### src/hw/rtcco_pkg.sv
package rtcco_pkg;

  // ----------------------------------------------------------------------
  // Register map
  // ----------------------------------------------------------------------
  localparam logic [7:0] IDX_DATE = 8'h06;
  localparam logic [7:0] IDX_MONTH = 8'h07;
  localparam logic [7:0] IDX_YEAR = 8'h08;
  localparam logic [7:0] IDX_PULSE_CFG = 8'h0f;
  localparam logic [7:0] IDX_STATUS = 8'h10;
  localparam logic [7:0] ADDR_DATE = 8'(IDX_DATE * 4);
  localparam logic [7:0] ADDR_MONTH = 8'(IDX_MONTH * 4);
  localparam logic [7:0] ADDR_YEAR = 8'(IDX_YEAR * 4);
  localparam logic [7:0] ADDR_PULSE_CFG = 8'(IDX_PULSE_CFG * 4);
  localparam logic [7:0] ADDR_STATUS = 8'(IDX_STATUS * 4);

  typedef enum logic [2:0] {
    RTCCO_REG_NONE,
    RTCCO_REG_CFG,
    RTCCO_REG_DATE,
    RTCCO_REG_MONTH,
    RTCCO_REG_YEAR,
    RTCCO_REG_STATUS
  } rtcco_reg_e;

  // ----------------------------------------------------------------------
  // Configuration fields
  // ----------------------------------------------------------------------
  localparam int CFG_SLEEP_OVR = 7;
  localparam int CFG_ENABLE = 6;
  localparam int CFG_RATE_HI = 5;
  localparam int CFG_RATE_LO = 4;
  localparam int CFG_ROUTE_HI = 3;
  localparam logic [7:0] CFG_RESET = 8'h00;
  localparam int NUM_PINS = 4;
  localparam int PIN_P0B5 = 0;
  localparam logic [1:0] RATE_1HZ = 2'h0;
  localparam logic [1:0] RATE_512HZ = 2'h1;
  localparam logic [1:0] RATE_500HZ = 2'h2;
  localparam logic [1:0] RATE_16KHZ = 2'h3;
  localparam int STS_SLEEP = 0;
  localparam int STS_PULSE = 1;
  localparam int STS_FAST = 2;

  // ----------------------------------------------------------------------
  // Calendar
  // ----------------------------------------------------------------------
  localparam logic [7:0] DATE_RESET = 8'h01;
  localparam logic [7:0] MONTH_RESET = 8'h01;
  localparam logic [7:0] YEAR_RESET = 8'h00;
  localparam logic [7:0] DAY_FIRST = 8'h01;
  localparam logic [7:0] MONTH_FIRST = 8'h01;
  localparam logic [7:0] MONTH_LAST = 8'h0c;
  localparam logic [7:0] MON_FEB = 8'h02;
  localparam logic [7:0] MON_APR = 8'h04;
  localparam logic [7:0] MON_JUN = 8'h06;
  localparam logic [7:0] MON_SEP = 8'h09;
  localparam logic [7:0] MON_NOV = 8'h0b;
  localparam logic [7:0] DAYS_LONG = 8'h1f;
  localparam logic [7:0] DAYS_SHORT = 8'h1e;
  localparam logic [7:0] DAYS_FEB_LEAP = 8'h1d;
  localparam logic [7:0] DAYS_FEB = 8'h1c;
  localparam logic [7:0] LEAP_FIRST = 8'h04;
  localparam logic [7:0] LEAP_LAST = 8'h60;

  // ----------------------------------------------------------------------
  // Timing
  // ----------------------------------------------------------------------
  localparam int unsigned CLK_HZ = 100_000_000;
  localparam int unsigned FREQ_1HZ = 1;
  localparam int unsigned FREQ_512HZ = 512;
  localparam int unsigned FREQ_500HZ = 500;
  localparam int unsigned FREQ_16KHZ = 16_000;
  localparam int unsigned TICK_HZ = 128;
  localparam int unsigned FAST_FACTOR = 125;
  localparam int unsigned HALF_1HZ = CLK_HZ / (2 * FREQ_1HZ);
  localparam int unsigned HALF_512HZ = CLK_HZ / (2 * FREQ_512HZ);
  localparam int unsigned HALF_500HZ = CLK_HZ / (2 * FREQ_500HZ);
  localparam int unsigned HALF_16KHZ = CLK_HZ / (2 * FREQ_16KHZ);
  localparam int unsigned TICK_NORMAL = CLK_HZ / TICK_HZ;
  localparam int unsigned TICK_FAST = CLK_HZ / (TICK_HZ * FAST_FACTOR);

  localparam logic [1:0] RESP_OKAY = 2'h0;
  localparam logic [1:0] RESP_SLVERR = 2'h2;

endpackage

### src/hw/rtcco_calendar.sv
`timescale 1ns/10ps
module rtcco_calendar (
  input wire logic ref_clk,
  input wire logic reset,
  input wire logic dayCarry,
  input wire logic wrDate,
  input wire logic wrMonth,
  input wire logic wrYear,
  input wire logic [7:0] wrData,
  output logic [7:0] date,
  output logic [7:0] month,
  output logic [7:0] year
);

  // ----------------------------------------------------------------------
  // Month length
  // ----------------------------------------------------------------------
  function automatic logic [7:0] lastDay(input logic [7:0] mon,
                                         input logic [7:0] yr);
    logic leap;
    leap = (yr[1:0] == 2'h0) && (yr >= rtcco_pkg::LEAP_FIRST) &&
           (yr <= rtcco_pkg::LEAP_LAST);
    if (mon == rtcco_pkg::MON_FEB) begin
      lastDay = leap ? rtcco_pkg::DAYS_FEB_LEAP : rtcco_pkg::DAYS_FEB;
    end else if (mon == rtcco_pkg::MON_APR || mon == rtcco_pkg::MON_JUN ||
                 mon == rtcco_pkg::MON_SEP || mon == rtcco_pkg::MON_NOV) begin
      lastDay = rtcco_pkg::DAYS_SHORT;
    end else begin
      lastDay = rtcco_pkg::DAYS_LONG;
    end
  endfunction

  logic dayWrap;
  logic monthWrap;

  assign dayWrap = dayCarry && (date >= lastDay(month, year));
  assign monthWrap = dayWrap && (month >= rtcco_pkg::MONTH_LAST);

  // ----------------------------------------------------------------------
  // Counters
  // ----------------------------------------------------------------------
  // A software write in the same cycle as a carry wins in the written register,
  // but the wrap still uses the old date, so unwritten fields can still advance.
  always_ff @(posedge ref_clk or posedge reset) begin
    if (reset) begin
      date <= rtcco_pkg::DATE_RESET;
    end else if (wrDate) begin
      date <= wrData;
    end else if (dayWrap) begin
      date <= rtcco_pkg::DAY_FIRST;
    end else if (dayCarry) begin
      date <= date + 8'h01;
    end
  end

  always_ff @(posedge ref_clk or posedge reset) begin
    if (reset) begin
      month <= rtcco_pkg::MONTH_RESET;
    end else if (wrMonth) begin
      month <= wrData;
    end else if (monthWrap) begin
      month <= rtcco_pkg::MONTH_FIRST;
    end else if (dayWrap) begin
      month <= month + 8'h01;
    end
  end

  always_ff @(posedge ref_clk or posedge reset) begin
    if (reset) begin
      year <= rtcco_pkg::YEAR_RESET;
    end else if (wrYear) begin
      year <= wrData;
    end else if (monthWrap) begin
      year <= year + 8'h01;
    end
  end

endmodule // rtcco_calendar

### src/hw/rtcco_top.sv
// Local design decision: the AXI4-Lite interface to the registers.
`timescale 1ns/10ps
module rtcco_top #(
  parameter int unsigned HALF_1HZ = rtcco_pkg::HALF_1HZ,
  parameter int unsigned HALF_512HZ = rtcco_pkg::HALF_512HZ,
  parameter int unsigned HALF_500HZ = rtcco_pkg::HALF_500HZ,
  parameter int unsigned TICK_NORMAL = rtcco_pkg::TICK_NORMAL,
  parameter int unsigned TICK_FAST = rtcco_pkg::TICK_FAST
) (
  input wire logic ref_clk,
  input wire logic reset,
  input wire logic [7:0] s_axi_awaddr,
  input wire logic s_axi_awvalid,
  output logic s_axi_awready,
  input wire logic [31:0] s_axi_wdata,
  input wire logic [3:0] s_axi_wstrb,
  input wire logic s_axi_wvalid,
  output logic s_axi_wready,
  output logic [1:0] s_axi_bresp,
  output logic s_axi_bvalid,
  input wire logic s_axi_bready,
  input wire logic [7:0] s_axi_araddr,
  input wire logic s_axi_arvalid,
  output logic s_axi_arready,
  output logic [31:0] s_axi_rdata,
  output logic [1:0] s_axi_rresp,
  output logic s_axi_rvalid,
  input wire logic s_axi_rready,
  input wire logic deepSleepMode,
  input wire logic dayCarry,
  input wire logic [3:0] portFuncOut,
  input wire logic [3:0] portFuncOe,
  output logic [3:0] pinOut,
  output logic [3:0] pinOe,
  output logic timeTick,
  output logic fastTimebase
);

  // ----------------------------------------------------------------------
  // Address decode
  // ----------------------------------------------------------------------
  function automatic rtcco_pkg::rtcco_reg_e decodeReg(input logic [7:0] a);
    unique case (a)
      rtcco_pkg::ADDR_PULSE_CFG: decodeReg = rtcco_pkg::RTCCO_REG_CFG;
      rtcco_pkg::ADDR_DATE: decodeReg = rtcco_pkg::RTCCO_REG_DATE;
      rtcco_pkg::ADDR_MONTH: decodeReg = rtcco_pkg::RTCCO_REG_MONTH;
      rtcco_pkg::ADDR_YEAR: decodeReg = rtcco_pkg::RTCCO_REG_YEAR;
      rtcco_pkg::ADDR_STATUS: decodeReg = rtcco_pkg::RTCCO_REG_STATUS;
      default: decodeReg = rtcco_pkg::RTCCO_REG_NONE;
    endcase
  endfunction

  // ----------------------------------------------------------------------
  // Write channel
  // ----------------------------------------------------------------------
  logic awHeld;
  logic [7:0] awAddr;
  logic wHeld;
  logic [7:0] wData;
  logic wLane0;
  logic doWrite;
  rtcco_pkg::rtcco_reg_e wrReg;

  assign s_axi_awready = !awHeld && !s_axi_bvalid;
  assign s_axi_wready = !wHeld && !s_axi_bvalid;
  assign doWrite = awHeld && wHeld && !s_axi_bvalid;
  assign wrReg = decodeReg(awAddr);

  always_ff @(posedge ref_clk or posedge reset) begin
    if (reset) begin
      awHeld <= 1'b0;
      awAddr <= 8'h00;
    end else if (s_axi_awvalid && s_axi_awready) begin
      awHeld <= 1'b1;
      awAddr <= s_axi_awaddr;
    end else if (doWrite) begin
      awHeld <= 1'b0;
    end
  end

  always_ff @(posedge ref_clk or posedge reset) begin
    if (reset) begin
      wHeld <= 1'b0;
      wData <= 8'h00;
      wLane0 <= 1'b0;
    end else if (s_axi_wvalid && s_axi_wready) begin
      wHeld <= 1'b1;
      wData <= s_axi_wdata[7:0];
      wLane0 <= s_axi_wstrb[0];
    end else if (doWrite) begin
      wHeld <= 1'b0;
    end
  end

  always_ff @(posedge ref_clk or posedge reset) begin
    if (reset) begin
      s_axi_bvalid <= 1'b0;
      s_axi_bresp <= rtcco_pkg::RESP_OKAY;
    end else if (doWrite) begin
      s_axi_bvalid <= 1'b1;
      if (wrReg == rtcco_pkg::RTCCO_REG_NONE) begin
        s_axi_bresp <= rtcco_pkg::RESP_SLVERR;
      end else begin
        s_axi_bresp <= rtcco_pkg::RESP_OKAY;
      end
    end else if (s_axi_bready) begin
      s_axi_bvalid <= 1'b0;
    end
  end

  // ----------------------------------------------------------------------
  // Pulse configuration
  // ----------------------------------------------------------------------
  // Only byte lane 0 carries the register; other lanes are dropped.
  logic [7:0] pulseCfg;
  logic cfgWrite;
  logic sleepPulseOverride;
  logic pulseEnable;
  logic [1:0] pulseRateSelect;
  logic [3:0] route;

  assign cfgWrite = doWrite && wLane0 && (wrReg == rtcco_pkg::RTCCO_REG_CFG);

  always_ff @(posedge ref_clk or posedge reset) begin
    if (reset) begin
      pulseCfg <= rtcco_pkg::CFG_RESET;
    end else if (cfgWrite) begin
      pulseCfg <= wData;
    end
  end

  assign sleepPulseOverride = pulseCfg[rtcco_pkg::CFG_SLEEP_OVR];
  assign pulseEnable = pulseCfg[rtcco_pkg::CFG_ENABLE];
  assign pulseRateSelect = pulseCfg[rtcco_pkg::CFG_RATE_HI:
                                    rtcco_pkg::CFG_RATE_LO];
  assign route = pulseCfg[rtcco_pkg::CFG_ROUTE_HI:0];

  // ----------------------------------------------------------------------
  // Calendar
  // ----------------------------------------------------------------------
  logic [7:0] date;
  logic [7:0] month;
  logic [7:0] year;
  logic calWrite;

  assign calWrite = doWrite && wLane0;

  rtcco_calendar u_calendar (
    .ref_clk(ref_clk),
    .reset(reset),
    .dayCarry(dayCarry),
    .wrDate(calWrite && (wrReg == rtcco_pkg::RTCCO_REG_DATE)),
    .wrMonth(calWrite && (wrReg == rtcco_pkg::RTCCO_REG_MONTH)),
    .wrYear(calWrite && (wrReg == rtcco_pkg::RTCCO_REG_YEAR)),
    .wrData(wData),
    .date(date),
    .month(month),
    .year(year)
  );

  // ----------------------------------------------------------------------
  // Pulse generator
  // ----------------------------------------------------------------------
  logic [31:0] halfPeriod;
  logic [31:0] pulseCount;
  logic pulseLevel;

  always_comb begin
    unique case (pulseRateSelect)
      rtcco_pkg::RATE_1HZ: halfPeriod = 32'(HALF_1HZ);
      rtcco_pkg::RATE_512HZ: halfPeriod = 32'(HALF_512HZ);
      rtcco_pkg::RATE_500HZ: halfPeriod = 32'(HALF_500HZ);
      rtcco_pkg::RATE_16KHZ: halfPeriod = 32'(rtcco_pkg::HALF_16KHZ);
    endcase
  end

  // A configuration write restarts the period at a low level, so a write made
  // while the pulse is low stretches that low half by a new half period.
  always_ff @(posedge ref_clk or posedge reset) begin
    if (reset) begin
      pulseCount <= 32'h0;
      pulseLevel <= 1'b0;
    end else if (!pulseEnable || cfgWrite) begin
      pulseCount <= 32'h0;
      pulseLevel <= 1'b0;
    end else if (pulseCount >= halfPeriod - 32'h1) begin
      pulseCount <= 32'h0;
      pulseLevel <= !pulseLevel;
    end else begin
      pulseCount <= pulseCount + 32'h1;
    end
  end

  // ----------------------------------------------------------------------
  // Timekeeping tick
  // ----------------------------------------------------------------------
  logic [31:0] tickPeriod;
  logic [31:0] tickCount;

  assign fastTimebase = pulseRateSelect[1];
  assign tickPeriod = fastTimebase ? 32'(TICK_FAST) : 32'(TICK_NORMAL);

  always_ff @(posedge ref_clk or posedge reset) begin
    if (reset) begin
      tickCount <= 32'h0;
      timeTick <= 1'b0;
    end else if (tickCount >= tickPeriod - 32'h1) begin
      tickCount <= 32'h0;
      timeTick <= 1'b1;
    end else begin
      tickCount <= tickCount + 32'h1;
      timeTick <= 1'b0;
    end
  end

  // ----------------------------------------------------------------------
  // Pin routing
  // ----------------------------------------------------------------------
  // The pin output flop adds one cycle from a mode change to the pin, which
  // is far below any pulse period.
  logic [3:0] routed;

  genvar gi;
  generate
    for (gi = 0; gi < rtcco_pkg::NUM_PINS; gi++) begin : g_pin
      if (gi == rtcco_pkg::PIN_P0B5) begin : g_main
        assign routed[gi] = pulseEnable && (deepSleepMode ?
                            sleepPulseOverride : route[gi]);
      end else begin : g_other
        assign routed[gi] = pulseEnable && route[gi] && !deepSleepMode;
      end
      always_ff @(posedge ref_clk or posedge reset) begin
        if (reset) begin
          pinOut[gi] <= 1'b0;
          pinOe[gi] <= 1'b0;
        end else if (routed[gi]) begin
          pinOut[gi] <= pulseLevel;
          pinOe[gi] <= 1'b1;
        end else begin
          pinOut[gi] <= portFuncOut[gi];
          pinOe[gi] <= portFuncOe[gi];
        end
      end
    end
  endgenerate

  // ----------------------------------------------------------------------
  // Read channel
  // ----------------------------------------------------------------------
  logic [7:0] status;
  logic [7:0] readByte;
  rtcco_pkg::rtcco_reg_e rdReg;

  always_comb begin
    status = 8'h00;
    status[rtcco_pkg::STS_SLEEP] = deepSleepMode;
    status[rtcco_pkg::STS_PULSE] = pulseLevel;
    status[rtcco_pkg::STS_FAST] = fastTimebase;
  end

  assign rdReg = decodeReg(s_axi_araddr);

  always_comb begin
    unique case (rdReg)
      rtcco_pkg::RTCCO_REG_CFG: readByte = pulseCfg;
      rtcco_pkg::RTCCO_REG_DATE: readByte = date;
      rtcco_pkg::RTCCO_REG_MONTH: readByte = month;
      rtcco_pkg::RTCCO_REG_YEAR: readByte = year;
      rtcco_pkg::RTCCO_REG_STATUS: readByte = status;
      default: readByte = 8'h00;
    endcase
  end

  assign s_axi_arready = !s_axi_rvalid;

  always_ff @(posedge ref_clk or posedge reset) begin
    if (reset) begin
      s_axi_rvalid <= 1'b0;
      s_axi_rdata <= 32'h0;
      s_axi_rresp <= rtcco_pkg::RESP_OKAY;
    end else if (s_axi_arvalid && s_axi_arready) begin
      s_axi_rvalid <= 1'b1;
      s_axi_rdata <= {24'h0, readByte};
      if (rdReg == rtcco_pkg::RTCCO_REG_NONE) begin
        s_axi_rresp <= rtcco_pkg::RESP_SLVERR;
      end else begin
        s_axi_rresp <= rtcco_pkg::RESP_OKAY;
      end
    end else if (s_axi_rready) begin
      s_axi_rvalid <= 1'b0;
    end
  end

endmodule // rtcco_top

### config.mk
export PLATFORM = sky130hd
export DESIGN_NAME = rtcco_top
export DESIGN_NICKNAME = d
export VERILOG_FILES = /design/src/hw/rtcco_pkg.sv /design/src/hw/rtcco_calendar.sv /design/src/hw/rtcco_top.sv
export SDC_FILE = /design/constraint.sdc
export NUM_CORES = 1
export LEC_CHECK = 0
export BUFFER_PORTS_ARGS = -buffer_cell sky130_fd_sc_hd__clkbuf_2
export CAP_MARGIN = 20
export CORE_MARGIN = 10
export CORE_UTILIZATION = 40
export CTS_CLUSTER_SIZE = 16
export DETAILED_ROUTE_END_ITERATION = 12
export PLACE_DENSITY = 0.6
export REMOVE_ABC_BUFFERS = 1
export SETUP_SLACK_MARGIN = 0.02
export SLEW_MARGIN = 20
export SYNTH_ARGS = -nofsm -noshare
export SYNTH_HDL_FRONTEND = slang
export SYNTH_SLANG_ARGS = --single-unit
### constraint.sdc
create_clock -name ref_clk -period 9.5 [get_ports ref_clk]
set_clock_uncertainty 0.15 [all_clocks]
set_input_delay 0.95 -clock ref_clk [delete_from_list [all_inputs] [get_ports ref_clk]]
set_output_delay 0.95 -clock ref_clk [all_outputs]
set_load 0.01 [all_outputs]
### Word-level counts from Yosys, hierarchy flattened

Index checks and enable logic that the tools add are counted.

| word-level totals | value |
|---|---|
| flip-flop bits (word level) | 139 |
| input port bits | 69 |
| output and inout port bits | 51 |
| logic and storage cells | 152 |

| cells by class | value |
|---|---|
| add/sub/neg operators | 7 |
| magnitude comparators | 6 |
| equality and inequality tests | 27 |
| muxes and demuxes | 40 |
| reductions and logical operators | 46 |

Operators by type and width:

| cell | count |
|---|---|
| 32-bit case mux with 4 select lines | 1 |
| 32-bit two-way mux | 3 |
| 8-bit two-way mux | 9 |
| 32-bit by 1-bit adder with 32-bit output, second input constant | 2 |
| 32-bit greater-or-equal comparator | 2 |
| 8-bit case mux with 5 select lines | 1 |
| 8-bit by 5-bit equality test with 1-bit output, second input constant | 4 |
| 8-bit by 6-bit equality test with 1-bit output, second input constant | 4 |
| 32-bit by 1-bit subtractor with 32-bit output, second input constant | 1 |
| 3-bit case mux with 5 select lines | 2 |
| 8-bit by 1-bit adder with 8-bit output, second input constant | 3 |
| 1-bit logical AND | 23 |
| 1-bit two-way mux | 21 |
| 20-bit by 1-bit subtractor with 21-bit output, second input constant | 1 |
| 20-bit two-way mux | 1 |
| 8-bit by 3-bit equality test with 1-bit output, second input constant | 2 |
| 8-bit by 4-bit equality test with 1-bit output, second input constant | 2 |
| 8-bit by 7-bit equality test with 1-bit output, second input constant | 2 |
| 3-bit by 2-bit equality test with 1-bit output, second input constant | 4 |
| 2-bit nonzero test | 6 |
| 3-bit equality test, second input constant | 3 |
| 8-bit by 2-bit equality test with 1-bit output, second input constant | 1 |
| 8-bit by 3-bit greater-or-equal comparator with 1-bit output, second input constant | 1 |
| 8-bit by 4-bit greater-or-equal comparator with 1-bit output, second input constant | 1 |
| 11 further kinds | 26 |

### Depth between registers and ports, before layout

| logic depth | value |
|---|---|
| depth in word-level cells | 11 |
| depth in mapped cells | 15 |
| mapped depth without buffers | 14 |

### Hierarchy

A second synthesis with hierarchy kept.

| second synthesis, totals | value |
|---|---|
| cells, all modules | 743 |
| area, all modules | 7547.2 um2 |

By module, submodules not included:

| module | times used | cells each | area an instance (um2) | seq. area each (um2) |
|---|---|---|---|---|
| rtcco_top | 1 | 571 | 6032.0 | 2827.7 |
| rtcco_calendar | 1 | 172 | 1515.2 | 603.1 |

### Worst setup path before layout

OpenSTA, ideal clock, no wires.

| timing | value |
|---|---|
| kind | flip-flop to flip-flop |
| start point | register pulseCfg[5] |
| end point | register pulseCount[26] |
| setup time | 0.121 ns |
| arrival | 2.993 ns |
| required time | 9.229 ns |
| path slack | 6.236 ns |
| cell stages (with the launch flop) | 13 |
| buffers on the path | 1 |
| clock period less this slack | 3.264 ns |
| cells stage by stage | dfrtp_1 inv_1 ha_1 or2_2 xor2_1 ha_1 nand4_1 o311a_1 o31ai_1 nand2_1 nand2_2 buf_6 nor2_1 |

| on the way | value |
|---|---|
| cells in the longest elaborated chain, start to end | 6 |
| elaborated cells between the ends (all ways) | 9 |
| those cells by class | add/sub (1); order compare (1); eq/ne (3); mux (3); reduce/logical (1) |

RTL lines:

| what | RTL line | RTL |
|---|---|---|
| start: declaration | rtcco_top.sv:115 | `logic [7:0] pulseCfg;` |
| start signal: assignment | rtcco_top.sv:126 | `pulseCfg <= rtcco_pkg::CFG_RESET;` |
| start signal: assignment | rtcco_top.sv:128 | `pulseCfg <= wData;` |
| 2-bit equality test (tied with other cells) | rtcco_top.sv:169 | `unique case (pulseRateSelect)` |
| 32-bit case mux with 4 select lines (*) | rtcco_top.sv:169 |  |
| 32-bit by 1-bit subtractor with 32-bit output (*) | rtcco_top.sv:186 | `end else if (pulseCount >= halfPeriod - 32'h1) begin` |
| 32-bit greater-or-equal comparator (*) | rtcco_top.sv:186 |  |
| 32-bit two-way mux (*) | rtcco_top.sv:186 |  |
| 32-bit two-way mux (*) | rtcco_top.sv:183 | `end else if (!pulseEnable \|\| cfgWrite) begin` |
| end signal: assignment | rtcco_top.sv:190 | `pulseCount <= pulseCount + 32'h1;` |
| end: declaration | rtcco_top.sv:165 | `logic [31:0] pulseCount;` |

Every way passes the cells marked *; elsewhere a longest branch is shown, timed or not. The select of a mux whose other input is x is not followed.
A chain may end at the register's enable or synchronous reset.

### Final worst setup path

| timing | value |
|---|---|
| start point | register pulseCfg[5] |
| end point | register pulseCount[6] |

Same word-level chain as after synthesis.

==> flow_summary.yaml <==
worst_setup_path:
  critPathSlowestCell: "dfrtp_1"
  critical_path_class: "flop to flop"
  ff2ff_path_depth: 11
  path_max_fanout: 26
  r2r_start: "pulseCfg[5]"
  critPathMaxStageDelay_ns: 0.79
  end_kind: "flop"
  path_cells: "inv_1 > ha_1 > or2_2 > xor2_1 > ha_1 > nand4_1 > o311a_1 > o31ai_1 > nand2_1 > nand2_2 > nor2_1"
  start_kind: "flop"
  cpMostUsedCell: "ha_1"
  required_ns: 9.64
  critPathArrivalTime_ns: 4.28
  critPathLaunch: "pulseCfg[5]"
flow_run:
  drv_cap: 0
routing:
  postRouteAntennaNets: 0
  vias: 5404
  drcViolationCount: 0
  routed_wirelength_um: 16200
  viasPerCell: 5.03
  wl_per_cell_um: 15.1
  drt_iter0_drc: 341
  drt-pass1-iter-count: 6
sta:
  relSlewSlack_pct: 39.6
  rsz0062_at_grt: "false"
  fmax_mhz: 241
  finalCritPeriodShare_pct: 43.6
  worst_pin_slew_ns: 0.905
  hold_viol: 0
  maxSlewViolCount: 0
  finalSetupViolCount: 0
  period_minus_slack_ns: 4.14
  fin_tns_setup_ns: 0
global_route:
  globalRouteTotalUtil_pct: 13.5
  grt_pass1_wl_um: 26900
  grt_max_degree: 72
  grt_pass1_vias: 5303
  antenna_found_initial: 0
  overflow: 0
floorplan:
  fp.coreArea_um2: 18600
  initial_utilization_pct: 40.5
  io-pin-count: 120
  dieWidth_um: 157
  die-area_um2: 24700
  fp.dieH_um: 157
  rows: 50
logic_synthesis:
  synth_xor_area_share_pct: 6.52
  synth_top_family_by_area: "simple AND/OR/NAND/NOR gates"
  synth_flop_cell: "dfrtp_1"
  avgSynthCellArea_um2: 10.1
  synthAdderAreaFrac_pct: 9.64
  synth_compound_area_share_pct: 9.61
  synthCells: 742
  async_flop_share_pct: 100
  synth_simple_gate_area_share_pct: 17.9
  ys_types: 62
  synth_edf_count: 0
  synth_mux_area_share_pct: 5.32
  yosysSeqAreaShare_pct: 45.6
  yosysWarnings: 0
  ys_ff_latch: 137
  syn-cell-area_um2: 7520
cts:
  cts_setup_buffers: 0
  numClockSinks: 137
  numCtsBuffers: 17
  cts_resized: 0
  cts-root-buf: "clkbuf_16"
  clkLatencyLatePin_ns: 0.43
  cts_tree: "done"
  cts_htree_levels: 4
  cts_hold_buf: 0
  clockBufferDepth: 2
  clk_pin_slew_ns: 0.06
cells_and_area:
  nets: 955
  layout_commonest_cell: "dfrtp_1"
  final_cell_mix: "dfrtp_1, nor2_1, clkbuf_2, nand2_1, ha_1"
  instances_no_fill: 1075
  drive_gt1_share_pct: 17.1
  finalInstanceArea_um2: 8610
  syn_to_final_growth_pct: 14.5
  diodes: 0
placement:
  place_congestion: 0.815
  placed_area_um2: 8030
  portBuffers: 66
  dp_hpwl_um: 11700
  numPlacedInstances: 1043
status:
  status: "completed"
power_and_ir_drop:
  vdd_drop_max_v: 0.000137
  p_seq_share_pct: 45.1
  intPower_mw: 1.21
  cellPowerDensity_nw_per_um2: 203
  net-switching-power_mw: 0.532
  leakage_nw: 3.99
  combPwrFrac_pct: 17.3
  swShare_pct: 30.5
  pwr-share-clk_pct: 37.6
worst_hold_path:
  hp-class: "flop to flop"
  hold_start: "awAddr[7]"
  hold_depth: 1
final cells by class:
cell class / instances / area, µm²
fill: 1796 / 9970
multi-input combinational: 576 / 3850
sequential: 137 / 3430
clock buffer: 20 / 447
timing repair buffer: 68 / 345
tap: 234 / 293
clock inverter: 12 / 140
inverter: 28 / 110
cell usage after synthesis, drive strengths merged (4+ instances only):
master	n	area share, %
a2111oi	4	0.57
a211oi	5	0.50
a21o	8	0.80
a21oi	30	2.0
a22o	11	1.3
a22oi	8	0.86
a31oi	4	0.33
and2	4	0.33
and3	14	1.2
buf	32	3.4
clkbuf	11	0.55
dfrtp	135	45
ha	58	9.6
inv	27	1.3
mux2	32	4.8
mux2i	4	0.53
nand2	64	3.2
nand2b	10	0.83
nand3	27	1.8
nand4	18	1.5
nor2	90	4.5
nor2b	6	0.50
nor3	12	1.0
nor3b	4	0.40
nor4	7	0.78
o21ai	24	1.6
or3	4	0.40
xnor2	17	2.0
xor2	39	4.5
cells by family (layout without fill, tap and decap cells):
group	Yosys count	after routing
other	2	44
AND/OR/NAND/NOR	273	273
flip-flops	137	137
multiplexers	36	36
adder cells (fa/ha/maj)	58	58
AO/OA/AOI/OAI	109	109
buffers and inverters	71	128
XOR/XNOR	56	56
sequential cells by signal, indices dropped and copies added, names as in the netlist, 4 cells and up:
| register | flops |
|---|---|
| awAddr | 8 |
| pinOe | 4 |
| pinOut | 4 |
| pulseCfg | 8 |
| pulseCount | 32 |
| s_axi_rdata | 8 |
| tickCount | 32 |
| u_calendar.date | 8 |
| u_calendar.month | 8 |
| u_calendar.year | 8 |
| wData | 8 |
critical path, delay by kind of cell, from the launching register on:
kind	cells	cell delay, ns
buffers and inverters	1	0.37
AO/OA/AOI/OAI	2	0.78
flip-flops	1	0.79
XOR/XNOR	1	0.17
AND/OR/NAND/NOR	5	1.09
adder cells (fa/ha/maj)	2	0.64
final timing paths:
check | endpoint | slack, ns
max | pulseCount[6] | 5.36
min | awAddr[7] | 0.35
max reg2reg | pulseCount[6] | 5.36
min reg2reg | awAddr[7] | 0.35
max in group asynchronous | u_calendar.month[3] | 7.41
min in group asynchronous | tickCount[8] | 0.46
power groups by stage:
stage                     Clock [mW]  Combinational (mW)  Sequential [mW]
after floorplan                    0               0.230            0.756
after global placement             0               0.295            0.796
after detailed placement           0               0.302            0.797
after CTS                      0.674               0.304            0.788
after global routing           0.699               0.345            0.802
final                          0.657               0.301            0.788
per-layer routing:
| metal | routed length, µm | track usage [%] | share of wire [%] | vias to the layer above |
|---|---|---|---|---|
| met2 | 7150 | 19.8 | 44 | 117 |
| met5 | 0 | 0 | 0 | - |
| met3 | 895 | 3.55 | 5.5 | 16 |
| met4 | 163 | 4.14 | 1.0 | 0 |
| li1 | - | - | - | 2701 |
| met1 | 8000 | 18.9 | 49 | 2570 |
through the flow:
step / util, % / power (mW) / worst slack [ns] / hold WS, ns
finish: 46.4 / 1.75 / 5.36 / 0.350
global route: 46.4 / 1.85 / 5.11 / 0.362
global placement: 43.2 / 1.09 / 5.40 / 0.335
floorplan: - / 0.987 / 4.74 / 0.317
detailed placement: 43.2 / 1.10 / 5.33 / 0.337
CTS: 46.4 / 1.77 / 5.31 / 0.353
Power figures use the tool's default switching activity.
